## src/common/btic_consts.svh

```systemverilog
`ifndef BTIC_CONSTS_SVH
`define BTIC_CONSTS_SVH
`define BTIC_CFG1_ADDR 8'h01
`define BTIC_MASK_ADDR 8'h02
`define BTIC_STAT_ADDR 8'h03
`define BTIC_CTRL_ADDR 8'h04
`define BTIC_CFG1_RST 16'h0000
`define BTIC_CFG1_RW_MASK 16'hfff8
`define BTIC_MS_HI 15
`define BTIC_MS_LO 14
`define BTIC_AREA 13
`define BTIC_EN_FLAG 2
`define BTIC_IRQ_TTAG 6
`define BTIC_IRQ_CBUF 5
`define BTIC_IRQ_CWEOM 4
`define BTIC_IRQ_FRAME 3
`define BTIC_IRQ_FMT 2
`define BTIC_IRQ_SSET 1
`define BTIC_IRQ_EOM 0
`define BTIC_NRT_18P5_NS 18500
`define BTIC_NRT_22P5_NS 22500
`define BTIC_NRT_50P5_NS 50500
`define BTIC_NRT_130_NS 130000
`define BTIC_CLK_NS 8
`endif

```

## src/common/btic_pkg.sv

```systemverilog
package btic_pkg;
  typedef enum logic [1:0] {
    BTIC_MODE_BC = 2'b00,
    BTIC_MODE_MT = 2'b01,
    BTIC_MODE_RT = 2'b10,
    BTIC_MODE_IDLE = 2'b11
  } btic_mode_t;
  typedef struct packed {
    logic msg_end;
    logic msg_err;
    logic msg_rx;
    logic cbuf_bottom;
    logic cbuf_roll_en;
    logic sa_eom_en;
    logic bc_cw_eom;
    logic [15:0] msg_count;
    logic bc_abort;
    logic frame_timer_zero;
    logic cmd_invalid;
    logic mode_code_en;
    logic cmd_valid;
    logic [15:0] cmd_word;
  } btic_msg_t;
  typedef struct packed {
    logic tx_word;
    logic [15:0] tx_data;
    logic echo_word;
    logic echo_valid;
    logic [15:0] echo_data;
    logic last_word;
  } btic_loop_t;
  typedef struct packed {
    logic sts_valid;
    logic [4:0] sts_addr;
    logic [7:0] sts_bits;
    logic bcst_mask;
  } btic_sts_t;
endpackage : btic_pkg

```

## src/core/btic_resp_timer.sv

```systemverilog
`timescale 1ns/100ps
`include "btic_consts.svh"
module btic_resp_timer #(
  parameter int CW = 15
) (
  input wire logic i_mclk,
  input wire logic i_rst_n,
  input wire logic i_start,
  input wire logic i_stop,
  input wire logic [1:0] i_sel,
  output logic o_timeout
);
  localparam logic [CW-1:0] T0 = CW'(`BTIC_NRT_18P5_NS / `BTIC_CLK_NS);
  localparam logic [CW-1:0] T1 = CW'(`BTIC_NRT_22P5_NS / `BTIC_CLK_NS);
  localparam logic [CW-1:0] T2 = CW'(`BTIC_NRT_50P5_NS / `BTIC_CLK_NS);
  localparam logic [CW-1:0] T3 = CW'(`BTIC_NRT_130_NS / `BTIC_CLK_NS);
  logic [CW-1:0] cnt_q, cnt_d, lim;
  logic run_q, run_d, to_d;
  always_comb begin
    case (i_sel)
      2'b00: lim = T0;
      2'b01: lim = T1;
      2'b10: lim = T2;
      default: lim = T3;
    endcase
  end
  always_comb begin
    run_d = run_q;
    cnt_d = cnt_q;
    to_d = 1'b0;
    if (i_start) begin
      run_d = 1'b1;
      cnt_d = '0;
    end else if (i_stop) begin
      run_d = 1'b0;
    end else if (run_q) begin
      if (cnt_q >= lim - 1'b1) begin
        run_d = 1'b0;
        to_d = 1'b1;
      end else begin
        cnt_d = cnt_q + 1'b1;
      end
    end
  end
  always_ff @(posedge i_mclk or negedge i_rst_n) begin
    if (!i_rst_n) begin
      run_q <= 1'b0;
      cnt_q <= '0;
      o_timeout <= 1'b0;
    end else begin
      run_q <= run_d;
      cnt_q <= cnt_d;
      o_timeout <= to_d;
    end
  end
endmodule : btic_resp_timer

```

## src/core/btic_loopback.sv

```systemverilog
`timescale 1ns/100ps
module btic_loopback (
  input wire logic i_mclk,
  input wire logic i_rst_n,
  input wire logic i_msg_end,
  input wire btic_pkg::btic_loop_t i_loop,
  output logic o_fail
);
  logic bad_q, bad_d, fail_d;
  logic [15:0] last_q, last_d;
  always_comb begin
    bad_d = bad_q;
    last_d = last_q;
    fail_d = 1'b0;
    if (i_loop.tx_word) last_d = i_loop.tx_data;
    if (i_loop.echo_word) begin
      if (!i_loop.echo_valid) bad_d = 1'b1;
      if (i_loop.last_word && i_loop.echo_data != last_d) bad_d = 1'b1;
    end
    if (i_msg_end) begin
      fail_d = bad_d;
      bad_d = 1'b0;
    end
  end
  always_ff @(posedge i_mclk or negedge i_rst_n) begin
    if (!i_rst_n) begin
      bad_q <= 1'b0;
      last_q <= 16'h0000;
      o_fail <= 1'b0;
    end else begin
      bad_q <= bad_d;
      last_q <= last_d;
      o_fail <= fail_d;
    end
  end
endmodule : btic_loopback

```

## src/core/btic_top.sv

```systemverilog
// Summary of operation
// - time tag wrap sets bit 6
// - rollover needs enhanced RT, enable, boundary
// - overwrite off: rollover right after bottom word
// - overwrite on: rollover at message end
// - overwrite on: no rollover on errored receive
// - bc control word eom needs expanded option
// - rt eom needs enhanced memory and flag
// - non-enhanced bc frame end at count ffff
// - aborted frame gives no frame end
// - enhanced bc: frame timer zero on bit 3
// - loopback failure flags format error
// - message errors flag; bad rt command ignored
// - bc/monitor no-response timeout, four choices
// - rt-to-rt status timeout flags format error
// - bc status set on address or bits
// - broadcast mask flips expected broadcast bit
// - rt mode code interrupt needs enables
// - word monitor pattern trigger on match
// - message end sets bit 0 in bc and rt; in monitor only with config bit 12
// - config one readable writable, mode, area
// - bc layout bits 12..3, bit 2 read-only
// - rt layout without alternate status
// - alternate status and monitor layouts
// - irq only for mask bits set
// - mode bits reset to zero
`timescale 1ns/100ps
`include "btic_consts.svh"
module btic_top (
  input wire logic i_mclk,
  input wire logic i_rst_n,
  input wire logic [7:0] i_addr,
  input wire logic [15:0] i_wdata,
  input wire logic i_wr,
  input wire logic i_rd,
  output logic [15:0] o_rdata,
  input wire logic i_enhanced,
  input wire logic i_enh_mem_rt,
  input wire logic i_discard_bad_receive_data,
  input wire logic i_wide_controller_word_en,
  input wire logic i_frame_timer_irq_en,
  input wire logic i_bcst_mask_xor_n,
  input wire logic i_mode_code_handling,
  input wire logic [1:0] i_nrt_sel,
  input wire logic i_alt_status,
  input wire logic i_ttag_tick,
  input wire btic_pkg::btic_msg_t i_msg,
  input wire btic_pkg::btic_loop_t i_loop,
  input wire btic_pkg::btic_sts_t i_sts,
  input wire logic [4:0] i_rt_addr,
  input wire logic [15:0] i_trigger_word,
  input wire logic i_resp_start,
  input wire logic i_resp_seen,
  input wire logic i_ctrl_active,
  output btic_pkg::btic_mode_t o_mode,
  output logic o_area_b,
  output logic [6:0] o_status,
  output logic o_irq
);
  logic [15:0] cfg_q, cfg_d, ttag_q, ttag_d;
  logic [6:0] mask_q, mask_d, stat_q, stat_d, ev;
  logic [15:0] rdata_d;
  logic roll_pend_q, roll_pend_d, area_pend_q, area_pend_d;
  logic loop_fail, resp_to, area_val_q, area_val_d, busy;
  logic [7:0] exp_sts;
  btic_pkg::btic_mode_t mode;

  assign mode = btic_pkg::btic_mode_t'(cfg_q[`BTIC_MS_HI:`BTIC_MS_LO]);
  assign busy = i_ctrl_active;

  btic_loopback u_loop (
    .i_mclk(i_mclk),
    .i_rst_n(i_rst_n),
    .i_msg_end(i_msg.msg_end),
    .i_loop(i_loop),
    .o_fail(loop_fail)
  );

  btic_resp_timer #(.CW(15)) u_resp (
    .i_mclk(i_mclk),
    .i_rst_n(i_rst_n),
    .i_start(i_resp_start),
    .i_stop(i_resp_seen),
    .i_sel(i_nrt_sel),
    .o_timeout(resp_to)
  );

  // expected status bits; only broadcast-received (bit 4 of the eight) may be one
  always_comb begin
    exp_sts = 8'h00;
    if ((!i_enhanced || !i_bcst_mask_xor_n) && i_sts.bcst_mask)
      exp_sts[4] = 1'b1;
  end

  always_comb begin
    ev = 7'h00;
    ttag_d = ttag_q;
    roll_pend_d = roll_pend_q;
    if (i_ttag_tick) begin
      ttag_d = ttag_q + 16'h0001;
      ev[`BTIC_IRQ_TTAG] = (ttag_q == 16'hffff);
    end
    if (mode == btic_pkg::BTIC_MODE_RT && i_enh_mem_rt && i_msg.cbuf_roll_en
        && i_msg.cbuf_bottom) begin
      if (!i_discard_bad_receive_data) ev[`BTIC_IRQ_CBUF] = 1'b1;
      else roll_pend_d = 1'b1;
    end
    if (i_msg.msg_end) begin
      if (roll_pend_d && !(i_msg.msg_rx && i_msg.msg_err))
        ev[`BTIC_IRQ_CBUF] = 1'b1;
      roll_pend_d = 1'b0;
    end
    if (i_msg.msg_end && !(mode == btic_pkg::BTIC_MODE_RT && i_msg.cmd_invalid)) begin
      case (mode)
        btic_pkg::BTIC_MODE_BC: begin
          ev[`BTIC_IRQ_CWEOM] = i_wide_controller_word_en && i_msg.bc_cw_eom;
          ev[`BTIC_IRQ_FRAME] = !i_enhanced && i_msg.msg_count == 16'hffff
                                && !i_msg.bc_abort;
          ev[`BTIC_IRQ_EOM] = 1'b1;
        end
        btic_pkg::BTIC_MODE_RT: begin
          ev[`BTIC_IRQ_CWEOM] = i_enh_mem_rt && i_msg.sa_eom_en;
          ev[`BTIC_IRQ_SSET] = i_enhanced && i_mode_code_handling
                               && i_msg.mode_code_en;
          ev[`BTIC_IRQ_EOM] = 1'b1;
        end
        btic_pkg::BTIC_MODE_MT: ev[`BTIC_IRQ_EOM] = cfg_q[12];
        default: ev[`BTIC_IRQ_EOM] = 1'b0;
      endcase
      // bad rt command: message dropped silently
      if (i_msg.msg_err && !(mode == btic_pkg::BTIC_MODE_RT && i_msg.cmd_invalid))
        ev[`BTIC_IRQ_FMT] = 1'b1;
    end
    if (mode == btic_pkg::BTIC_MODE_BC && i_enhanced && i_frame_timer_irq_en
        && i_msg.frame_timer_zero)
      ev[`BTIC_IRQ_FRAME] = 1'b1;
    if (loop_fail && (mode == btic_pkg::BTIC_MODE_BC || mode == btic_pkg::BTIC_MODE_RT))
      ev[`BTIC_IRQ_FMT] = 1'b1;
    if (resp_to && mode != btic_pkg::BTIC_MODE_IDLE)
      ev[`BTIC_IRQ_FMT] = 1'b1;
    if (mode == btic_pkg::BTIC_MODE_BC && i_sts.sts_valid
        && (i_sts.sts_addr != i_rt_addr || i_sts.sts_bits != exp_sts))
      ev[`BTIC_IRQ_SSET] = 1'b1;
    if (mode == btic_pkg::BTIC_MODE_MT && !cfg_q[12] && i_enhanced && i_msg.cmd_valid
        && i_msg.cmd_word == i_trigger_word)
      ev[`BTIC_IRQ_SSET] = 1'b1;
  end

  always_comb begin
    cfg_d = cfg_q;
    mask_d = mask_q;
    stat_d = stat_q;
    area_pend_d = area_pend_q;
    area_val_d = area_val_q;
    if (i_wr && i_addr == `BTIC_CFG1_ADDR) begin
      cfg_d = i_wdata & `BTIC_CFG1_RW_MASK;
      // alternate status: bit 2 is status_bit_one, a stored bit, not a live flag
      if (i_wdata[15:14] == 2'b10 && i_alt_status && i_enhanced)
        cfg_d[`BTIC_EN_FLAG] = i_wdata[`BTIC_EN_FLAG];
      if (busy) begin
        cfg_d[`BTIC_AREA] = cfg_q[`BTIC_AREA];
        area_pend_d = 1'b1;
        area_val_d = i_wdata[`BTIC_AREA];
      end
    end
    // area change waits for the frame or message to finish
    if (area_pend_q && !busy) begin
      cfg_d[`BTIC_AREA] = area_val_q;
      area_pend_d = 1'b0;
    end
    if (i_wr && i_addr == `BTIC_MASK_ADDR) mask_d = i_wdata[6:0];
    // write one to clear; a same-cycle event wins
    if (i_wr && i_addr == `BTIC_STAT_ADDR) stat_d = stat_q & ~i_wdata[6:0];
    stat_d = stat_d | ev;
  end

  always_comb begin
    rdata_d = 16'h0000;
    if (i_rd) begin
      case (i_addr)
        `BTIC_CFG1_ADDR: begin
          rdata_d = cfg_q;
          if (mode == btic_pkg::BTIC_MODE_BC || mode == btic_pkg::BTIC_MODE_MT)
            rdata_d[`BTIC_EN_FLAG] = busy;
        end
        `BTIC_MASK_ADDR: rdata_d = {9'h000, mask_q};
        `BTIC_STAT_ADDR: rdata_d = {9'h000, stat_q};
        `BTIC_CTRL_ADDR: rdata_d = ttag_q;
        default: rdata_d = 16'h0000;
      endcase
    end
  end

  always_ff @(posedge i_mclk or negedge i_rst_n) begin
    if (!i_rst_n) begin
      cfg_q <= `BTIC_CFG1_RST;
      mask_q <= 7'h00;
      stat_q <= 7'h00;
      ttag_q <= 16'h0000;
      roll_pend_q <= 1'b0;
      area_pend_q <= 1'b0;
      area_val_q <= 1'b0;
      o_rdata <= 16'h0000;
      o_irq <= 1'b0;
    end else begin
      cfg_q <= cfg_d;
      mask_q <= mask_d;
      stat_q <= stat_d;
      ttag_q <= ttag_d;
      roll_pend_q <= roll_pend_d;
      area_pend_q <= area_pend_d;
      area_val_q <= area_val_d;
      o_rdata <= rdata_d;
      o_irq <= |(stat_d & mask_d);
    end
  end

  assign o_mode = mode;
  assign o_area_b = cfg_q[`BTIC_AREA];
  assign o_status = stat_q;

  property p_ttag_wrap;
    @(posedge i_mclk) disable iff (!i_rst_n)
      (i_ttag_tick && ttag_q == 16'hffff) |=> stat_q[`BTIC_IRQ_TTAG];
  endproperty
  a_ttag_wrap: assert property (p_ttag_wrap) else $error("wrap lost");
  property p_irq_mask;
    @(posedge i_mclk) disable iff (!i_rst_n) o_irq |-> |($past(stat_d) & $past(mask_d));
  endproperty
  a_irq_mask: assert property (p_irq_mask) else $error("irq unmasked");
  property p_eom;
    @(posedge i_mclk) disable iff (!i_rst_n)
      (i_msg.msg_end && mode == btic_pkg::BTIC_MODE_BC) |=> stat_q[`BTIC_IRQ_EOM];
  endproperty
  a_eom: assert property (p_eom) else $error("eom lost");
  property p_cw_eom;
    @(posedge i_mclk) disable iff (!i_rst_n)
      (mode == btic_pkg::BTIC_MODE_BC && !i_wide_controller_word_en && stat_q == 7'h00
       && !(i_wr && i_addr == `BTIC_CFG1_ADDR)) |=> !stat_q[`BTIC_IRQ_CWEOM];
  endproperty
  a_cw_eom: assert property (p_cw_eom) else $error("cw eom without option");
  property p_abort;
    @(posedge i_mclk) disable iff (!i_rst_n)
      (i_msg.msg_end && i_msg.bc_abort && !i_msg.frame_timer_zero) |-> !ev[`BTIC_IRQ_FRAME];
  endproperty
  a_abort: assert property (p_abort) else $error("frame end after abort");
  property p_roll_err;
    @(posedge i_mclk) disable iff (!i_rst_n)
      (i_discard_bad_receive_data && i_msg.msg_end && i_msg.msg_rx && i_msg.msg_err)
      |-> !ev[`BTIC_IRQ_CBUF];
  endproperty
  a_roll_err: assert property (p_roll_err) else $error("rollover on bad rx");
  property p_clear_sticky;
    @(posedge i_mclk) disable iff (!i_rst_n)
      (stat_q[0] && !(i_wr && i_addr == `BTIC_STAT_ADDR)) |=> stat_q[0];
  endproperty
  a_clear_sticky: assert property (p_clear_sticky) else $error("bit lost");
  property p_rdata;
    @(posedge i_mclk) disable iff (!i_rst_n)
      (i_rd && i_addr == `BTIC_MASK_ADDR) |=> o_rdata == {9'h000, $past(mask_q)};
  endproperty
  a_rdata: assert property (p_rdata) else $error("mask read wrong");
  property p_roll_now;
    @(posedge i_mclk) disable iff (!i_rst_n)
      (mode == btic_pkg::BTIC_MODE_RT && i_enh_mem_rt && i_msg.cbuf_roll_en
       && i_msg.cbuf_bottom && !i_discard_bad_receive_data) |=> stat_q[`BTIC_IRQ_CBUF];
  endproperty
  a_roll_now: assert property (p_roll_now) else $error("rollover late");
  property p_roll_hold;
    @(posedge i_mclk) disable iff (!i_rst_n)
      (i_discard_bad_receive_data && !i_msg.msg_end) |-> !ev[`BTIC_IRQ_CBUF];
  endproperty
  a_roll_hold: assert property (p_roll_hold) else $error("rollover early");
  property p_roll_need;
    @(posedge i_mclk) disable iff (!i_rst_n)
      (!i_enh_mem_rt && !roll_pend_q) |-> !ev[`BTIC_IRQ_CBUF];
  endproperty
  a_roll_need: assert property (p_roll_need) else $error("rollover not enabled");
  property p_rt_eom;
    @(posedge i_mclk) disable iff (!i_rst_n)
      (i_msg.msg_end && mode == btic_pkg::BTIC_MODE_RT && !i_msg.cmd_invalid
       && i_enh_mem_rt && i_msg.sa_eom_en) |=> stat_q[`BTIC_IRQ_CWEOM];
  endproperty
  a_rt_eom: assert property (p_rt_eom) else $error("rt eom lost");
  property p_frame_cnt;
    @(posedge i_mclk) disable iff (!i_rst_n)
      (i_msg.msg_end && mode == btic_pkg::BTIC_MODE_BC && !i_enhanced
       && i_msg.msg_count == 16'hffff && !i_msg.bc_abort) |=> stat_q[`BTIC_IRQ_FRAME];
  endproperty
  a_frame_cnt: assert property (p_frame_cnt) else $error("frame end lost");
  property p_ftimer;
    @(posedge i_mclk) disable iff (!i_rst_n)
      (mode == btic_pkg::BTIC_MODE_BC && i_enhanced && i_frame_timer_irq_en
       && i_msg.frame_timer_zero) |=> stat_q[`BTIC_IRQ_FRAME];
  endproperty
  a_ftimer: assert property (p_ftimer) else $error("frame timer lost");
  property p_loop;
    @(posedge i_mclk) disable iff (!i_rst_n)
      (loop_fail && mode == btic_pkg::BTIC_MODE_BC) |=> stat_q[`BTIC_IRQ_FMT];
  endproperty
  a_loop: assert property (p_loop) else $error("loop failure lost");
  property p_msg_err;
    @(posedge i_mclk) disable iff (!i_rst_n)
      (i_msg.msg_end && i_msg.msg_err && mode == btic_pkg::BTIC_MODE_BC)
      |=> stat_q[`BTIC_IRQ_FMT];
  endproperty
  a_msg_err: assert property (p_msg_err) else $error("message error lost");
  property p_rt_cmd;
    @(posedge i_mclk) disable iff (!i_rst_n)
      (i_msg.msg_end && mode == btic_pkg::BTIC_MODE_RT && i_msg.cmd_invalid
       && !loop_fail && !resp_to) |-> !ev[`BTIC_IRQ_FMT];
  endproperty
  a_rt_cmd: assert property (p_rt_cmd) else $error("bad command flagged");
  property p_resp;
    @(posedge i_mclk) disable iff (!i_rst_n)
      (resp_to && mode == btic_pkg::BTIC_MODE_BC) |=> stat_q[`BTIC_IRQ_FMT];
  endproperty
  a_resp: assert property (p_resp) else $error("timeout lost");
  property p_sts_addr;
    @(posedge i_mclk) disable iff (!i_rst_n)
      (mode == btic_pkg::BTIC_MODE_BC && i_sts.sts_valid && i_sts.sts_addr != i_rt_addr)
      |=> stat_q[`BTIC_IRQ_SSET];
  endproperty
  a_sts_addr: assert property (p_sts_addr) else $error("status set lost");
  property p_bcst;
    @(posedge i_mclk) disable iff (!i_rst_n)
      (mode == btic_pkg::BTIC_MODE_BC && i_sts.sts_valid && i_sts.sts_addr == i_rt_addr
       && !i_enhanced && i_sts.bcst_mask && i_sts.sts_bits == 8'h10
       && !stat_q[`BTIC_IRQ_SSET] && !i_wr) |=> !stat_q[`BTIC_IRQ_SSET];
  endproperty
  a_bcst: assert property (p_bcst) else $error("broadcast bit not expected");
  property p_mcode;
    @(posedge i_mclk) disable iff (!i_rst_n)
      (i_msg.msg_end && mode == btic_pkg::BTIC_MODE_RT && !i_msg.cmd_invalid && i_enhanced
       && i_mode_code_handling && i_msg.mode_code_en) |=> stat_q[`BTIC_IRQ_SSET];
  endproperty
  a_mcode: assert property (p_mcode) else $error("mode code lost");
  property p_trig;
    @(posedge i_mclk) disable iff (!i_rst_n)
      (mode == btic_pkg::BTIC_MODE_MT && !cfg_q[12] && i_enhanced && i_msg.cmd_valid
       && i_msg.cmd_word == i_trigger_word) |=> stat_q[`BTIC_IRQ_SSET];
  endproperty
  a_trig: assert property (p_trig) else $error("trigger lost");
  property p_ro_flag;
    @(posedge i_mclk) disable iff (!i_rst_n)
      (i_rd && i_addr == `BTIC_CFG1_ADDR && mode == btic_pkg::BTIC_MODE_BC)
      |=> o_rdata[`BTIC_EN_FLAG] == $past(busy);
  endproperty
  a_ro_flag: assert property (p_ro_flag) else $error("enable flag wrong");
  property p_irq_on;
    @(posedge i_mclk) disable iff (!i_rst_n)
      (|(stat_d & mask_d)) |=> o_irq;
  endproperty
  a_irq_on: assert property (p_irq_on) else $error("irq missing");
  c_ttag: cover property (@(posedge i_mclk) ev[`BTIC_IRQ_TTAG]);
  c_fmt: cover property (@(posedge i_mclk) ev[`BTIC_IRQ_FMT]);
  c_irq: cover property (@(posedge i_mclk) o_irq);
endmodule : btic_top

```

## config.mk

```make
export PLATFORM = sky130hd
export DESIGN_NAME = btic_top
export DESIGN_NICKNAME = d
export VERILOG_FILES = /design/src/common/btic_pkg.sv /design/src/core/btic_resp_timer.sv /design/src/core/btic_loopback.sv /design/src/core/btic_top.sv
export VERILOG_INCLUDE_DIRS = /design/src /design/src/common
export SDC_FILE = /design/constraint.sdc
export NUM_CORES = 1
export LEC_CHECK = 0
export BUFFER_PORTS_ARGS = -buffer_cell sky130_fd_sc_hd__buf_2
export CORE_AREA = 2 2 108 110
export CTS_CLUSTER_DIAMETER = 80
export DETAILED_ROUTE_END_ITERATION = 16
export DIE_AREA = 0 0 110 112
export PLACE_DENSITY_LB_ADDON = 0.05
export SETUP_SLACK_MARGIN = 0.15
export SYNTH_ARGS = -nofsm -noshare
export SYNTH_HDL_FRONTEND = slang
export SYNTH_HIERARCHICAL = 1
export SYNTH_SLANG_ARGS = --single-unit
```

## constraint.sdc

```tcl
create_clock -name i_mclk -period 3 [get_ports i_mclk]
set_input_delay 0.3 -clock i_mclk [delete_from_list [all_inputs] [get_ports i_mclk]]
set_output_delay 0.3 -clock i_mclk [all_outputs]
set_load 0.005 [all_outputs]
```

==> flow_summary_export.csv, run 1 <==
group,metric,value,unit
outcome,status,"finished, violations left",
outcome,violations,"hold timing",
yosys,ys_seq_elements,99,
min_path,min-delay-path-class,"primary input to async pin",
routing,wl,13890,µm
sta,fmax,418.5,MHz
power_and_ir_drop,leakage_power_summed_over_all_cells,3.212,nW
cts,cts_root_buffer,"sky130_fd_sc_hd__clkbuf_16",
yosys,synth.yosys.warnings,6,
power_and_ir_drop,power_dens_cells,461.3,mW/mm²
critical_path,critPathBufInv,0,
routing,route.detailed.wl_per_inst,16.73,µm
grt,track_usage,24.19,%
cts,postCtsSetupBuffers,0,
power_and_ir_drop,max_vdd_drop,389.6,µV
sta,hold_viol_final,5,
grt,globalRouteMet1Util,33.17,%
routing,antenna_violating_nets_post_route,0,
critical_path,endpoint_kind,"flop",
yosys,library_cell_occupying_the_most_area_in_the_post_synthesis_netlist,"sky130_fd_sc_hd__dfrtp_1",
yosys,syn_area,0.005423,mm²
placement,placement.io_buffers,184,
grt,grt_first_pass_wirelength,23290,µm
critical_path,critPathSlowestCell,"sky130_fd_sc_hd__o211a_1",
yosys,ys_types,69,
cts,cts_max_path_buffers,2,
yosys,ys_top_cells_by_area,"sky130_fd_sc_hd__dfrtp_1 (46%), sky130_fd_sc_hd__xnor2_1 (5.5%), sky130_fd_sc_hd__mux2_2 (5.2%), sky130_fd_sc_hd__ha_1 (4.2%), sky130_fd_sc_hd__xor2_1 (3.1%)",
floorplanning,rows,39,
cts,post_cts.resized_instances,0,
cts,numClockSinks,99,
cts,cts_htree_levels,3,
finish,instances_no_fill,830,
cts,cts_hold_buffers,0,
sta,timing.setup.tns,0,ns
sta,finalMaxSlewViolations,0,
routing,dr_total_vias,4585,
yosys,yosysTopAreaCellShare,45.69,%
critical_path,cp_data_arrival_time,2.61,ns
grt,grt_most_used_layer,"met2",
floorplanning,die_y,112,µm
critical_path,cp.required,3.22,ns
critical_path,crit_family,"compound AO/OA/AOI/OAI gates",
critical_path,criticalPathCategory,"flop to flop",
finish,number_of_antenna_diodes,0,
critical_path,cell_breakdown_of_the_critical_path,"ha_1, a21oi_1, o21ai_1, o211a_1, nor4_1, mux2_1",
grt,first_global_vias,4745,
sta,setup-violations-final,0,
yosys,asyncSetResetFlopFracSynth,100.0,%
cts,insertion_delay_to_the_later_sink_of_the_worst_skew_pair,0.34,ns
finish,fraction_of_layout_cells_with_a_size_suffix_above_1,36.97,%
sta,finalClockSkew,0.006084,ns
floorplanning,starting_utilization_of_the_core_area,48.53,%
yosys,ys_seq_area_share,45.69,%
cts,tritoncts_clock_tree,"done",
yosys,synthFlopType,"sky130_fd_sc_hd__dfrtp_1",
sta,hold_ws,-0.006600,ns
sta,worst_relative_slew_slack,52.09,%
cts,cts_buffers,9,
routing,drc,0,
grt,grt_start_max_net_pins,54,
cts,worst_setup_hold_path_clk_slew,0.07,ns
critical_path,max_stage_delay,0.48,ns
yosys,synthCells,504,
placement,gp_routability_congestion,0.8842,
floorplanning,core_area,0.01117,mm²
critical_path,critPathMaxFanout,25,
grt,gr-usage-met2,38.90,%
yosys,synth_nets,680,
routing,viasPerCell,5.524,
finish,final_stage_net_count,859,
floorplanning,io_pins,185,
job,drv_cap,0,
routing,firstDrtPassIters,5,
yosys,synth.avg_cell_area,10.76,µm²
finish,fin_util,59.81,%
finish,final.fill_count,1009,
sta,grt_setup_unrepaired,"no",
critical_path,setup.worst_path.start_class,"flop",
power_and_ir_drop,report.power.total,3.084,mW
placement,dpl.hpwl,10670,µm
grt,antenna_found_initial,0,
grt,gr-total-overflow,0,
yosys,number_of_enable_type_register_cells_in_the_synthesized_netlist,0,
routing,drt_iter0_markers,307,
sta,period_needed,2.389,ns
placement,place_area,0.006392,mm²
sta,final_worst_path_period_share,79.65,%
finish,final_area,0.006684,mm²
placement,dp.cells,815,
floorplanning,dieArea,0.01232,mm²
finish,area_growth,23.26,%
floorplanning,die_w,110,µm
placement,place_ws,0.3329,ns
sta,final_critical_path_setup_slack,0.6105,ns
grt,groute.layer.met3.usage,5.445,%
sta,worst_tran_pin_value,0.7165,ns
-- path summary, 6_finish.rpt --
path	start	to	slack (ns)	cells past startpoint
worst max-delay path	u_resp/cnt_q[6]	u_resp/cnt_q[9]	0.61	6
worst min-delay path	i_rst_n	o_irq	-0.007	1
worst max register to register	u_resp/cnt_q[6]	u_resp/cnt_q[9]	0.61	6
worst min register to register	cfg_q[2]	cfg_q[2]	0.48	2
max in group asynchronous	i_rst_n	u_resp/cnt_q[9]	2.20	2
min in group i_mclk	i_wdata[7]	cfg_q[7]	0.20	2
-- worst register-to-register path: stages, from the launching register on --
cell                      delay (ns)
sky130_fd_sc_hd__dfrtp_1        0.46
sky130_fd_sc_hd__ha_1           0.34
sky130_fd_sc_hd__a21oi_1        0.12
sky130_fd_sc_hd__o21ai_1        0.08
sky130_fd_sc_hd__o211a_1        0.48
sky130_fd_sc_hd__nor4_1         0.43
sky130_fd_sc_hd__mux2_1         0.36
-- placed cells by master, fill, tap and decap left out, types with 2 or more instances in the layout --
cell	Yosys	routed
sky130_fd_sc_hd__buf_2	2	183
sky130_fd_sc_hd__dfrtp_1	99	99
sky130_fd_sc_hd__xnor2_1	34	34
sky130_fd_sc_hd__nor2_1	30	30
sky130_fd_sc_hd__nand2_1	29	29
sky130_fd_sc_hd__mux2_2	25	25
sky130_fd_sc_hd__a21oi_1	23	23
sky130_fd_sc_hd__nand3_1	22	22
sky130_fd_sc_hd__nand4_1	21	21
sky130_fd_sc_hd__a22oi_1	19	19
sky130_fd_sc_hd__xor2_1	19	19
sky130_fd_sc_hd__o21ai_0	18	18
sky130_fd_sc_hd__ha_1	18	18
sky130_fd_sc_hd__inv_1	13	13
sky130_fd_sc_hd__nor2b_1	9	9
sky130_fd_sc_hd__o31ai_1	9	9
sky130_fd_sc_hd__clkbuf_16	0	9
sky130_fd_sc_hd__nor4_1	8	8
sky130_fd_sc_hd__and3_1	7	7
sky130_fd_sc_hd__mux2_4	7	7
sky130_fd_sc_hd__or4_1	7	7
sky130_fd_sc_hd__nor3_1	6	6
sky130_fd_sc_hd__buf_4	3	6
sky130_fd_sc_hd__and4_1	4	4
sky130_fd_sc_hd__and2_1	4	4
sky130_fd_sc_hd__nand2b_1	3	3
sky130_fd_sc_hd__a221o_1	3	3
sky130_fd_sc_hd__clkinvlp_4	0	3
sky130_fd_sc_hd__nand4b_1	2	2
sky130_fd_sc_hd__a222oi_1	2	2
sky130_fd_sc_hd__a31oi_1	2	2
sky130_fd_sc_hd__a211o_1	2	2
sky130_fd_sc_hd__nor3b_1	2	2
sky130_fd_sc_hd__o21ai_1	2	2
sky130_fd_sc_hd__or3_1	2	2
sky130_fd_sc_hd__mux2_1	2	2
-- logic make-up (layout without fill, tap and decap cells) --
kind of cell	count (synthesis)	count (layout)	share of synthesized area, %
mux	35	35	7.730
compound gates	92	92	11.31
simple gates	172	172	18.23
buf+inv	34	217	4.038
fa+ha+maj	18	18	4.153
flops	99	99	45.69
xor+xnor	54	54	8.860
-- Yosys cell counts, types with 2 or more instances --
master	number
sky130_fd_sc_hd__xnor2_1	34
sky130_fd_sc_hd__nand2b_1	3
sky130_fd_sc_hd__inv_1	13
sky130_fd_sc_hd__dfrtp_1	99
sky130_fd_sc_hd__or4_1	7
sky130_fd_sc_hd__nand4b_1	2
sky130_fd_sc_hd__nor2_1	30
sky130_fd_sc_hd__ha_1	18
sky130_fd_sc_hd__and4_1	4
sky130_fd_sc_hd__nand3_1	22
sky130_fd_sc_hd__xor2_1	19
sky130_fd_sc_hd__and2_1	4
sky130_fd_sc_hd__nor4_1	8
sky130_fd_sc_hd__buf_2	2
sky130_fd_sc_hd__a31oi_1	2
sky130_fd_sc_hd__mux2_1	2
sky130_fd_sc_hd__nor3_1	6
sky130_fd_sc_hd__o21ai_1	2
sky130_fd_sc_hd__nor2b_1	9
sky130_fd_sc_hd__a221o_1	3
sky130_fd_sc_hd__or3_1	2
sky130_fd_sc_hd__and3_1	7
sky130_fd_sc_hd__a21oi_1	23
sky130_fd_sc_hd__o21ai_0	18
sky130_fd_sc_hd__buf_4	3
sky130_fd_sc_hd__nand4_1	21
sky130_fd_sc_hd__mux2_2	25
sky130_fd_sc_hd__a211o_1	2
sky130_fd_sc_hd__nand2_1	29
sky130_fd_sc_hd__a222oi_1	2
sky130_fd_sc_hd__clkbuf_1	10
sky130_fd_sc_hd__a22oi_1	19
sky130_fd_sc_hd__o31ai_1	9
sky130_fd_sc_hd__buf_6	3
sky130_fd_sc_hd__mux2_4	7
sky130_fd_sc_hd__nor3b_1	2
-- state kept, by name, indices dropped and copies added (netlist names) --
signal and cells:
area_pend_q 1, area_val_q 1, cfg_q 14, mask_q 7, o_irq 1, o_rdata 16, o_status 7, roll_pend_q 1
ttag_q 16, u_loop/bad_q 1, u_loop/last_q 16, u_loop/o_fail 1, u_resp/cnt_q 15, u_resp/o_timeout 1, u_resp/run_q 1
-- per-layer routing --
layer,wire length [µm],vias up
met1,6141,2223
met4,122,0
met5,0,-
met2,6785,149
met3,836,12
li1,-,2201
-- layout make-up --
type	count	area, µm²	area share, %
multi-input combinational	371	2726	40.79
sequential	99	2477	37.06
timing repair buffer	189	960.9	14.38
clock buffer	9	225.2	3.370
tap	143	178.9	2.677
clock inverter	6	66.31	0.9921
inverter	13	48.80	0.7301
-- report_power, final --
group          internal, mW  total, mW  switching (mW)
clock network         0.643       1.14           0.497
logic                 0.229      0.434           0.205
registers              1.42       1.51          0.0846
total                  2.30       3.08           0.787
(Power assumes the default switching activity.)
==> run 2, diff against run 1 <==
--- a/config.mk
+++ b/config.mk
@@ -7,10 +7,10 @@
 export NUM_CORES = 1
 export LEC_CHECK = 0
 export BUFFER_PORTS_ARGS = -buffer_cell sky130_fd_sc_hd__buf_2
-export CORE_AREA = 2 2 108 110
+export CORE_AREA = 2 2 112 114
 export CTS_CLUSTER_DIAMETER = 80
 export DETAILED_ROUTE_END_ITERATION = 16
-export DIE_AREA = 0 0 110 112
+export DIE_AREA = 0 0 114 116
 export PLACE_DENSITY_LB_ADDON = 0.05
 export SETUP_SLACK_MARGIN = 0.15
 export SYNTH_ARGS = -nofsm -noshare
==> constraint.sdc (replaced) <==
create_clock -name i_mclk -period 2.1 [get_ports i_mclk]
set_input_delay 0.21 -clock i_mclk [delete_from_list [all_inputs] [get_ports i_mclk]]
set_output_delay 0.21 -clock i_mclk [all_outputs]
set_load 0.005 [all_outputs]
==> run 2 against run 1 <==
Against the previous run:
- the run ends with setup timing left
- die area rose by 7.3%
- sequential share of layout area fell by 3.5 points
- design area increased by 11%
- clock-buffer cell count rose by 1
- global-route usage is 0.19 points lower
- largest power group unchanged
==> flow_summary_export.csv, run 2 (synthesis results as in run 1) <==
group,metric,value,unit
cts,tritoncts_clock_tree,"done",
cts,cts_max_path_buffers,2,
critical_path,criticalPathCategory,"flop to flop",
critical_path,critPathSlowestCell,"sky130_fd_sc_hd__or4_1",
routing,drt_iter0_markers,267,
sta,worst_tran_pin_value,0.5514,ns
sta,setup-violations-final,1,
routing,wl,15260,µm
outcome,violations,"setup timing",
critical_path,cp_data_arrival_time,2.39,ns
placement,dpl.hpwl,11490,µm
sta,finalClockSkew,0.005809,ns
sta,grt_setup_unrepaired,"yes",
floorplanning,die_y,116,µm
critical_path,register_to_register_path_setup_slack,-0.04,ns
routing,dr_total_vias,4735,
floorplanning,die_w,114,µm
power_and_ir_drop,leakage_power_summed_over_all_cells,3.487,nW
finish,seq_area,0.002482,mm²
grt,first_global_vias,4977,
grt,gr-total-overflow,0,
routing,drc,0,
routing,route.top_layer_used,"met5",
min_path,min-delay-path-class,"primary input to flop",
critical_path,crit_family,"compound AO/OA/AOI/OAI gates",
finish,multi_input_comb_area,0.003087,mm²
critical_path,cp.required,2.35,ns
power_and_ir_drop,max_vdd_drop,520.1,µV
routing,route.detailed.wl_per_inst,17.42,µm
finish,area_growth,36.57,%
cts,insertion_delay_to_the_later_sink_of_the_worst_skew_pair,0.35,ns
placement,gp_routability_congestion,0.8760,
routing,viasPerCell,5.405,
finish,fin_util,62.17,%
finish,layout_commonest_cell,"sky130_fd_sc_hd__buf_2",
routing,detail_route.wirelength.met1,6414,µm
placement,placement.io_buffers,184,
routing,antenna_violating_nets_post_route,0,
sta,worst_relative_slew_slack,62.29,%
routing,firstDrtPassIters,4,
finish,reg.largest.list,"o_rdata: 16 flops, ttag_q: 16 flops, u_loop/last_q: 16 flops",
routing,wl_met2,7611,µm
cts,cts_buffers,9,
critical_path,critPathMaxFanout,12,
critical_path,endpoint_kind,"flop",
sta,period_needed,2.139,ns
cts,worst_setup_hold_path_clk_slew,0.07,ns
floorplanning,rows,40,
sta,final_critical_path_setup_slack,-0.03857,ns
grt,antenna_found_initial,2,
sta,fmax,467.6,MHz
sta,final_worst_path_period_share,101.8,%
sta,timing.setup.tns,-0.03857,ns
finish,final.fill_count,1032,
job,drv_cap,0,
finish,fraction_of_layout_cells_with_a_size_suffix_above_1,46.15,%
critical_path,cell_breakdown_of_the_critical_path,"ha_4, a211o_1, a21oi_4, nand2_4, or4_1, a21oi_1",
floorplanning,io_pins,185,
sta,hold_viol_final,0,
critical_path,critPathBufInv,0,
grt,track_usage,24.01,%
critical_path,setup.worst_path.start_class,"flop",
sta,finalMaxSlewViolations,0,
finish,final_stage_net_count,899,
outcome,status,"finished, violations left",
cts,cts_htree_levels,3,
grt,grt_first_pass_wirelength,24650,µm
floorplanning,dieArea,0.01322,mm²
finish,layout_common_cells,"sky130_fd_sc_hd__buf_2 (182), sky130_fd_sc_hd__dfrtp_1 (95), sky130_fd_sc_hd__buf_4 (39)",
power_and_ir_drop,power_dens_cells,613.8,mW/mm²
cts,numClockSinks,99,
routing,met3_wire_len,922,µm
critical_path,max_stage_delay,0.53,ns
cts,cts_root_buffer,"sky130_fd_sc_hd__clkbuf_16",
grt,grt_start_max_net_pins,63,
floorplanning,core_area,0.01191,mm²
floorplanning,starting_utilization_of_the_core_area,45.53,%
## run 2: through the flow
| stage | std cells | power, mW | worst slack [ns] | area, µm² | hold WS [ns] |
|---|---|---|---|---|---|
| floorplan | 504 | 2.515 | 0.08655 | 5543 | -0.08559 |
| global placement | 848 | 2.813 | -0.1723 | 6760 | 0.1996 |
| detailed placement | 848 | 2.833 | -0.2607 | 6760 | 0.2023 |
| CTS | 872 | 4.575 | 0.07677 | 7259 | 0.07867 |
| global route | 875 | 4.754 | -0.03248 | 7403 | 0.08319 |
| finish | 876 | 4.546 | -0.03857 | 7406 | 0.08426 |
## run 2: final timing paths
check / end / start / cells past startpoint
max: u_resp/cnt_q[13] / u_resp/cnt_q[13] / 6
min: cfg_q[12] / i_wdata[12] / 3
max reg2reg: u_resp/cnt_q[13] / u_resp/cnt_q[13] / 6
min reg2reg: cfg_q[5] / cfg_q[5] / 2
max in group asynchronous: u_resp/cnt_q[9] / i_rst_n / 3
min in group asynchronous: o_rdata[4] / i_rst_n / 2
## run 2: cell type report
class	count	share of cell area [%]
Antenna cell	1	0.03379
Clock buffer	10	3.227
Clock inverter	6	0.9630
Inverter	13	0.7096
Multi-Input combinational cell	373	41.68
Sequential cell	99	33.52
Tap cell	147	2.484
Timing Repair Buffer	227	17.38
## run 2: repair_timing
item,in CTS,in global routing
hold endpoints to repair,37,0
hold buffers,1,0
pin swaps,11,7
gates resized for setup,22,22
setup endpoints to repair,16,17
cloned,2,0
buffers inserted,5,3
## run 2: worst reg2reg max path, cell delays in order, from the launching register on
cell                      delay [ns]
sky130_fd_sc_hd__dfrtp_1        0.42
sky130_fd_sc_hd__ha_4           0.23
sky130_fd_sc_hd__a211o_1        0.31
sky130_fd_sc_hd__a21oi_4        0.19
sky130_fd_sc_hd__nand2_4        0.12
sky130_fd_sc_hd__or4_1          0.53
sky130_fd_sc_hd__a21oi_1        0.24
## run 2: routing by layer
| layer | global-route usage (%) | up-vias |
|---|---|---|
| met4 | 7.154 | 2 |
| met5 | 0 | - |
| met2 | 41.15 | 128 |
| met1 | 29.18 | 2295 |
| met3 | 7.584 | 29 |
| li1 | - | 2281 |
## run 2: power by group
group	switching [mW]	leakage (nW)	internal [mW]	total [mW]
clock	0.750	0.151	0.971	1.72
combinational	0.312	2.05	0.360	0.672
sequential	0.118	1.29	2.04	2.15
==> run 3, diff against run 2 <==
--- a/config.mk
+++ b/config.mk
@@ -12,6 +12,7 @@
 export DETAILED_ROUTE_END_ITERATION = 16
 export DIE_AREA = 0 0 114 116
 export PLACE_DENSITY_LB_ADDON = 0.05
+export RECOVER_POWER = 50
 export SETUP_SLACK_MARGIN = 0.15
 export SYNTH_ARGS = -nofsm -noshare
 export SYNTH_HDL_FRONTEND = slang
==> run 3 against run 2 <==
Against the previous run:
- the run still ends with setup timing left
- register-to-register slack better by 0.03 ns
- clock skew up 0.00090 ns
- design area down 1.1%
- global-route usage unchanged
- non-clock buffer count unchanged
- die area unchanged
- critical path depth unchanged
- setup slack better by 0.026 ns
- critical path type unchanged
- highest routed layer unchanged
==> flow_summary_export.csv, run 3 (synthesis results as in run 1) <==
group,metric,value,unit
routing,firstDrtPassIters,5,
cts,tritoncts_clock_tree,"done",
placement,place_ws,-0.2607,ns
sta,final_critical_path_setup_slack,-0.01211,ns
sta,timing.setup.tns,-0.01211,ns
finish,seq_area,0.002481,mm²
sta,finalClockSkew,0.006705,ns
routing,antenna_violating_nets_post_route,0,
sta,worst_tran_pin_value,0.9298,ns
grt,gr-total-overflow,0,
routing,drt_iter0_markers,247,
critical_path,reg2regPathDepth,6,
critical_path,worst_setup_path_startpoint,"u_resp/cnt_q[13]",
critical_path,critPathMaxFanout,12,
power_and_ir_drop,leakage_power_summed_over_all_cells,3.407,nW
critical_path,critical_path.endpoint,"u_resp/cnt_q[13]",
critical_path,cp.required,2.35,ns
placement,gp_routability_congestion,0.8760,
grt,antenna_found_initial,2,
cts,worst_setup_hold_path_clk_slew,0.07,ns
grt,grt_first_pass_wirelength,24650,µm
finish,layout_common_cells,"sky130_fd_sc_hd__buf_2 (169), sky130_fd_sc_hd__dfrtp_1 (96), sky130_fd_sc_hd__buf_4 (36)",
sta,period_needed,2.112,ns
routing,detail_route.wirelength.met1,6238,µm
floorplanning,rows,40,
sta,finalMaxSlewViolations,0,
cts,cts_buffers,9,
routing,drc,0,
sta,worst_relative_slew_slack,38.01,%
critical_path,cp.depth,6,
grt,grt_start_max_net_pins,63,
job,drv_cap,0,
sta,grt_setup_unrepaired,"yes",
finish,multi_input_comb_area,0.003057,mm²
critical_path,endpoint_kind,"flop",
floorplanning,dieArea,0.01322,mm²
critical_path,critPathSlowestCell,"sky130_fd_sc_hd__or4_1",
routing,wl,15200,µm
finish,fraction_of_layout_cells_with_a_size_suffix_above_1,41.48,%
outcome,violations,"setup timing",
placement,placement.io_buffers,184,
outcome,status,"finished, violations left",
floorplanning,io_pins,185,
min_path,min-delay-start,"i_wdata[12]",
critical_path,max_stage_delay,0.53,ns
sta,hold_viol_final,0,
sta,fmax,473.5,MHz
finish,final_area,0.007323,mm²
finish,reg.largest.list,"o_rdata: 16 flops, ttag_q: 16 flops, u_loop/last_q: 16 flops",
cts,cts_root_buffer,"sky130_fd_sc_hd__clkbuf_16",
routing,route.top_layer_used,"met5",
floorplanning,die_w,114,µm
routing,met3_wire_len,1064,µm
critical_path,critPathBufInv,0,
floorplanning,die_y,116,µm
critical_path,cell_breakdown_of_the_critical_path,"ha_4, a211o_1, a21oi_4, nand2_4, or4_1, a21oi_1",
cts,insertion_delay_to_the_later_sink_of_the_worst_skew_pair,0.35,ns
power_and_ir_drop,power_dens_cells,617.1,mW/mm²
routing,route.detailed.wl_per_inst,17.35,µm
min_path,min-delay-path-class,"primary input to flop",
critical_path,critical_path.reg2reg.startpoint,"u_resp/cnt_q[13]",
critical_path,crit_family,"compound AO/OA/AOI/OAI gates",
routing,wl_met2,7565,µm
grt,first_global_vias,4977,
floorplanning,core_area,0.01191,mm²
finish,layout_commonest_cell,"sky130_fd_sc_hd__buf_2",
finish,final.fill_count,1050,
critical_path,register_to_register_path_setup_slack,-0.01,ns
floorplanning,starting_utilization_of_the_core_area,45.53,%
sta,setup-violations-final,1,
critical_path,criticalPathCategory,"flop to flop",
placement,place_area,0.006760,mm²
placement,dpl.hpwl,11490,µm
cts,numClockSinks,99,
sta,final_worst_path_period_share,100.6,%
grt,track_usage,24.01,%
routing,dr_total_vias,4738,
critical_path,setup.worst_path.start_class,"flop",
cts,cts_max_path_buffers,2,
finish,final_stage_net_count,899,
cts,cts_htree_levels,3,
critical_path,cp_data_arrival_time,2.37,ns
critical_path,timing.rr.end,"u_resp/cnt_q[13]",
finish,area_growth,35.05,%
power_and_ir_drop,report.power.total,4.519,mW
power_and_ir_drop,max_vdd_drop,509.8,µV
routing,viasPerCell,5.409,
[run 3: final cells by class]
type	instances	share of cell area [%]
Tap cell	147	2.512
Antenna cell	1	0.03417
Clock inverter	6	0.9739
Timing Repair Buffer	227	16.88
Sequential cell	99	33.88
Inverter	13	0.7176
Clock buffer	10	3.263
Multi-Input combinational cell	373	41.74
[run 3: through the flow]
stage          std cells  util, %  hold WS, ns
6_report             876    61.48      0.08518
5_1_grt              875    61.46      0.08334
4_1_cts              872    60.95      0.07867
3_5_place_dp         848    56.75       0.2023
3_3_place_gp         848    56.75       0.1996
2_1_floorplan        504        -     -0.08559
[run 3: worst min-delay path by stage]
stage | end | slack (ns) | cells past startpoint
6_report | cfg_q[12] | 0.09 | 3
5_1_grt | cfg_q[7] | 0.08 | 2
4_1_cts | cfg_q[10] | 0.08 | 2
3_5_place_dp | o_rdata[4] | 0.20 | 1
3_3_place_gp | o_rdata[4] | 0.20 | 1
2_1_floorplan | area_pend_q | -0.09 | 0
[run 3: per-layer routing]
metal | up-vias | global-route usage (%)
met1 | 2281 | 29.18
met3 | 33 | 7.584
met4 | 2 | 7.154
met2 | 144 | 41.15
met5 | - | 0
li1 | 2278 | -
[run 3: timing repair]
action | in CTS | in global routing
hold endpoints to repair | 37 | 0
hold buffers | 1 | 0
gates resized for setup | 22 | 22
cloned | 2 | 0
pin swaps | 11 | 7
setup endpoints to repair | 16 | 17
buffers inserted | 5 | 3
[run 3: power by group]
| group | total [mW] | switching, mW | leakage, nW | internal (mW) |
|---|---|---|---|---|
| clock network | 1.72 | 0.748 | 0.151 | 0.971 |
| logic | 0.651 | 0.310 | 1.97 | 0.341 |
| registers | 2.15 | 0.115 | 1.29 | 2.03 |
[run 3: worst register-to-register path: stages (launching register included)]
cell                      delay [ns]
sky130_fd_sc_hd__dfrtp_1        0.42
sky130_fd_sc_hd__ha_4           0.23
sky130_fd_sc_hd__a211o_1        0.30
sky130_fd_sc_hd__a21oi_4        0.18
sky130_fd_sc_hd__nand2_4        0.12
sky130_fd_sc_hd__or4_1          0.53
sky130_fd_sc_hd__a21oi_1        0.24
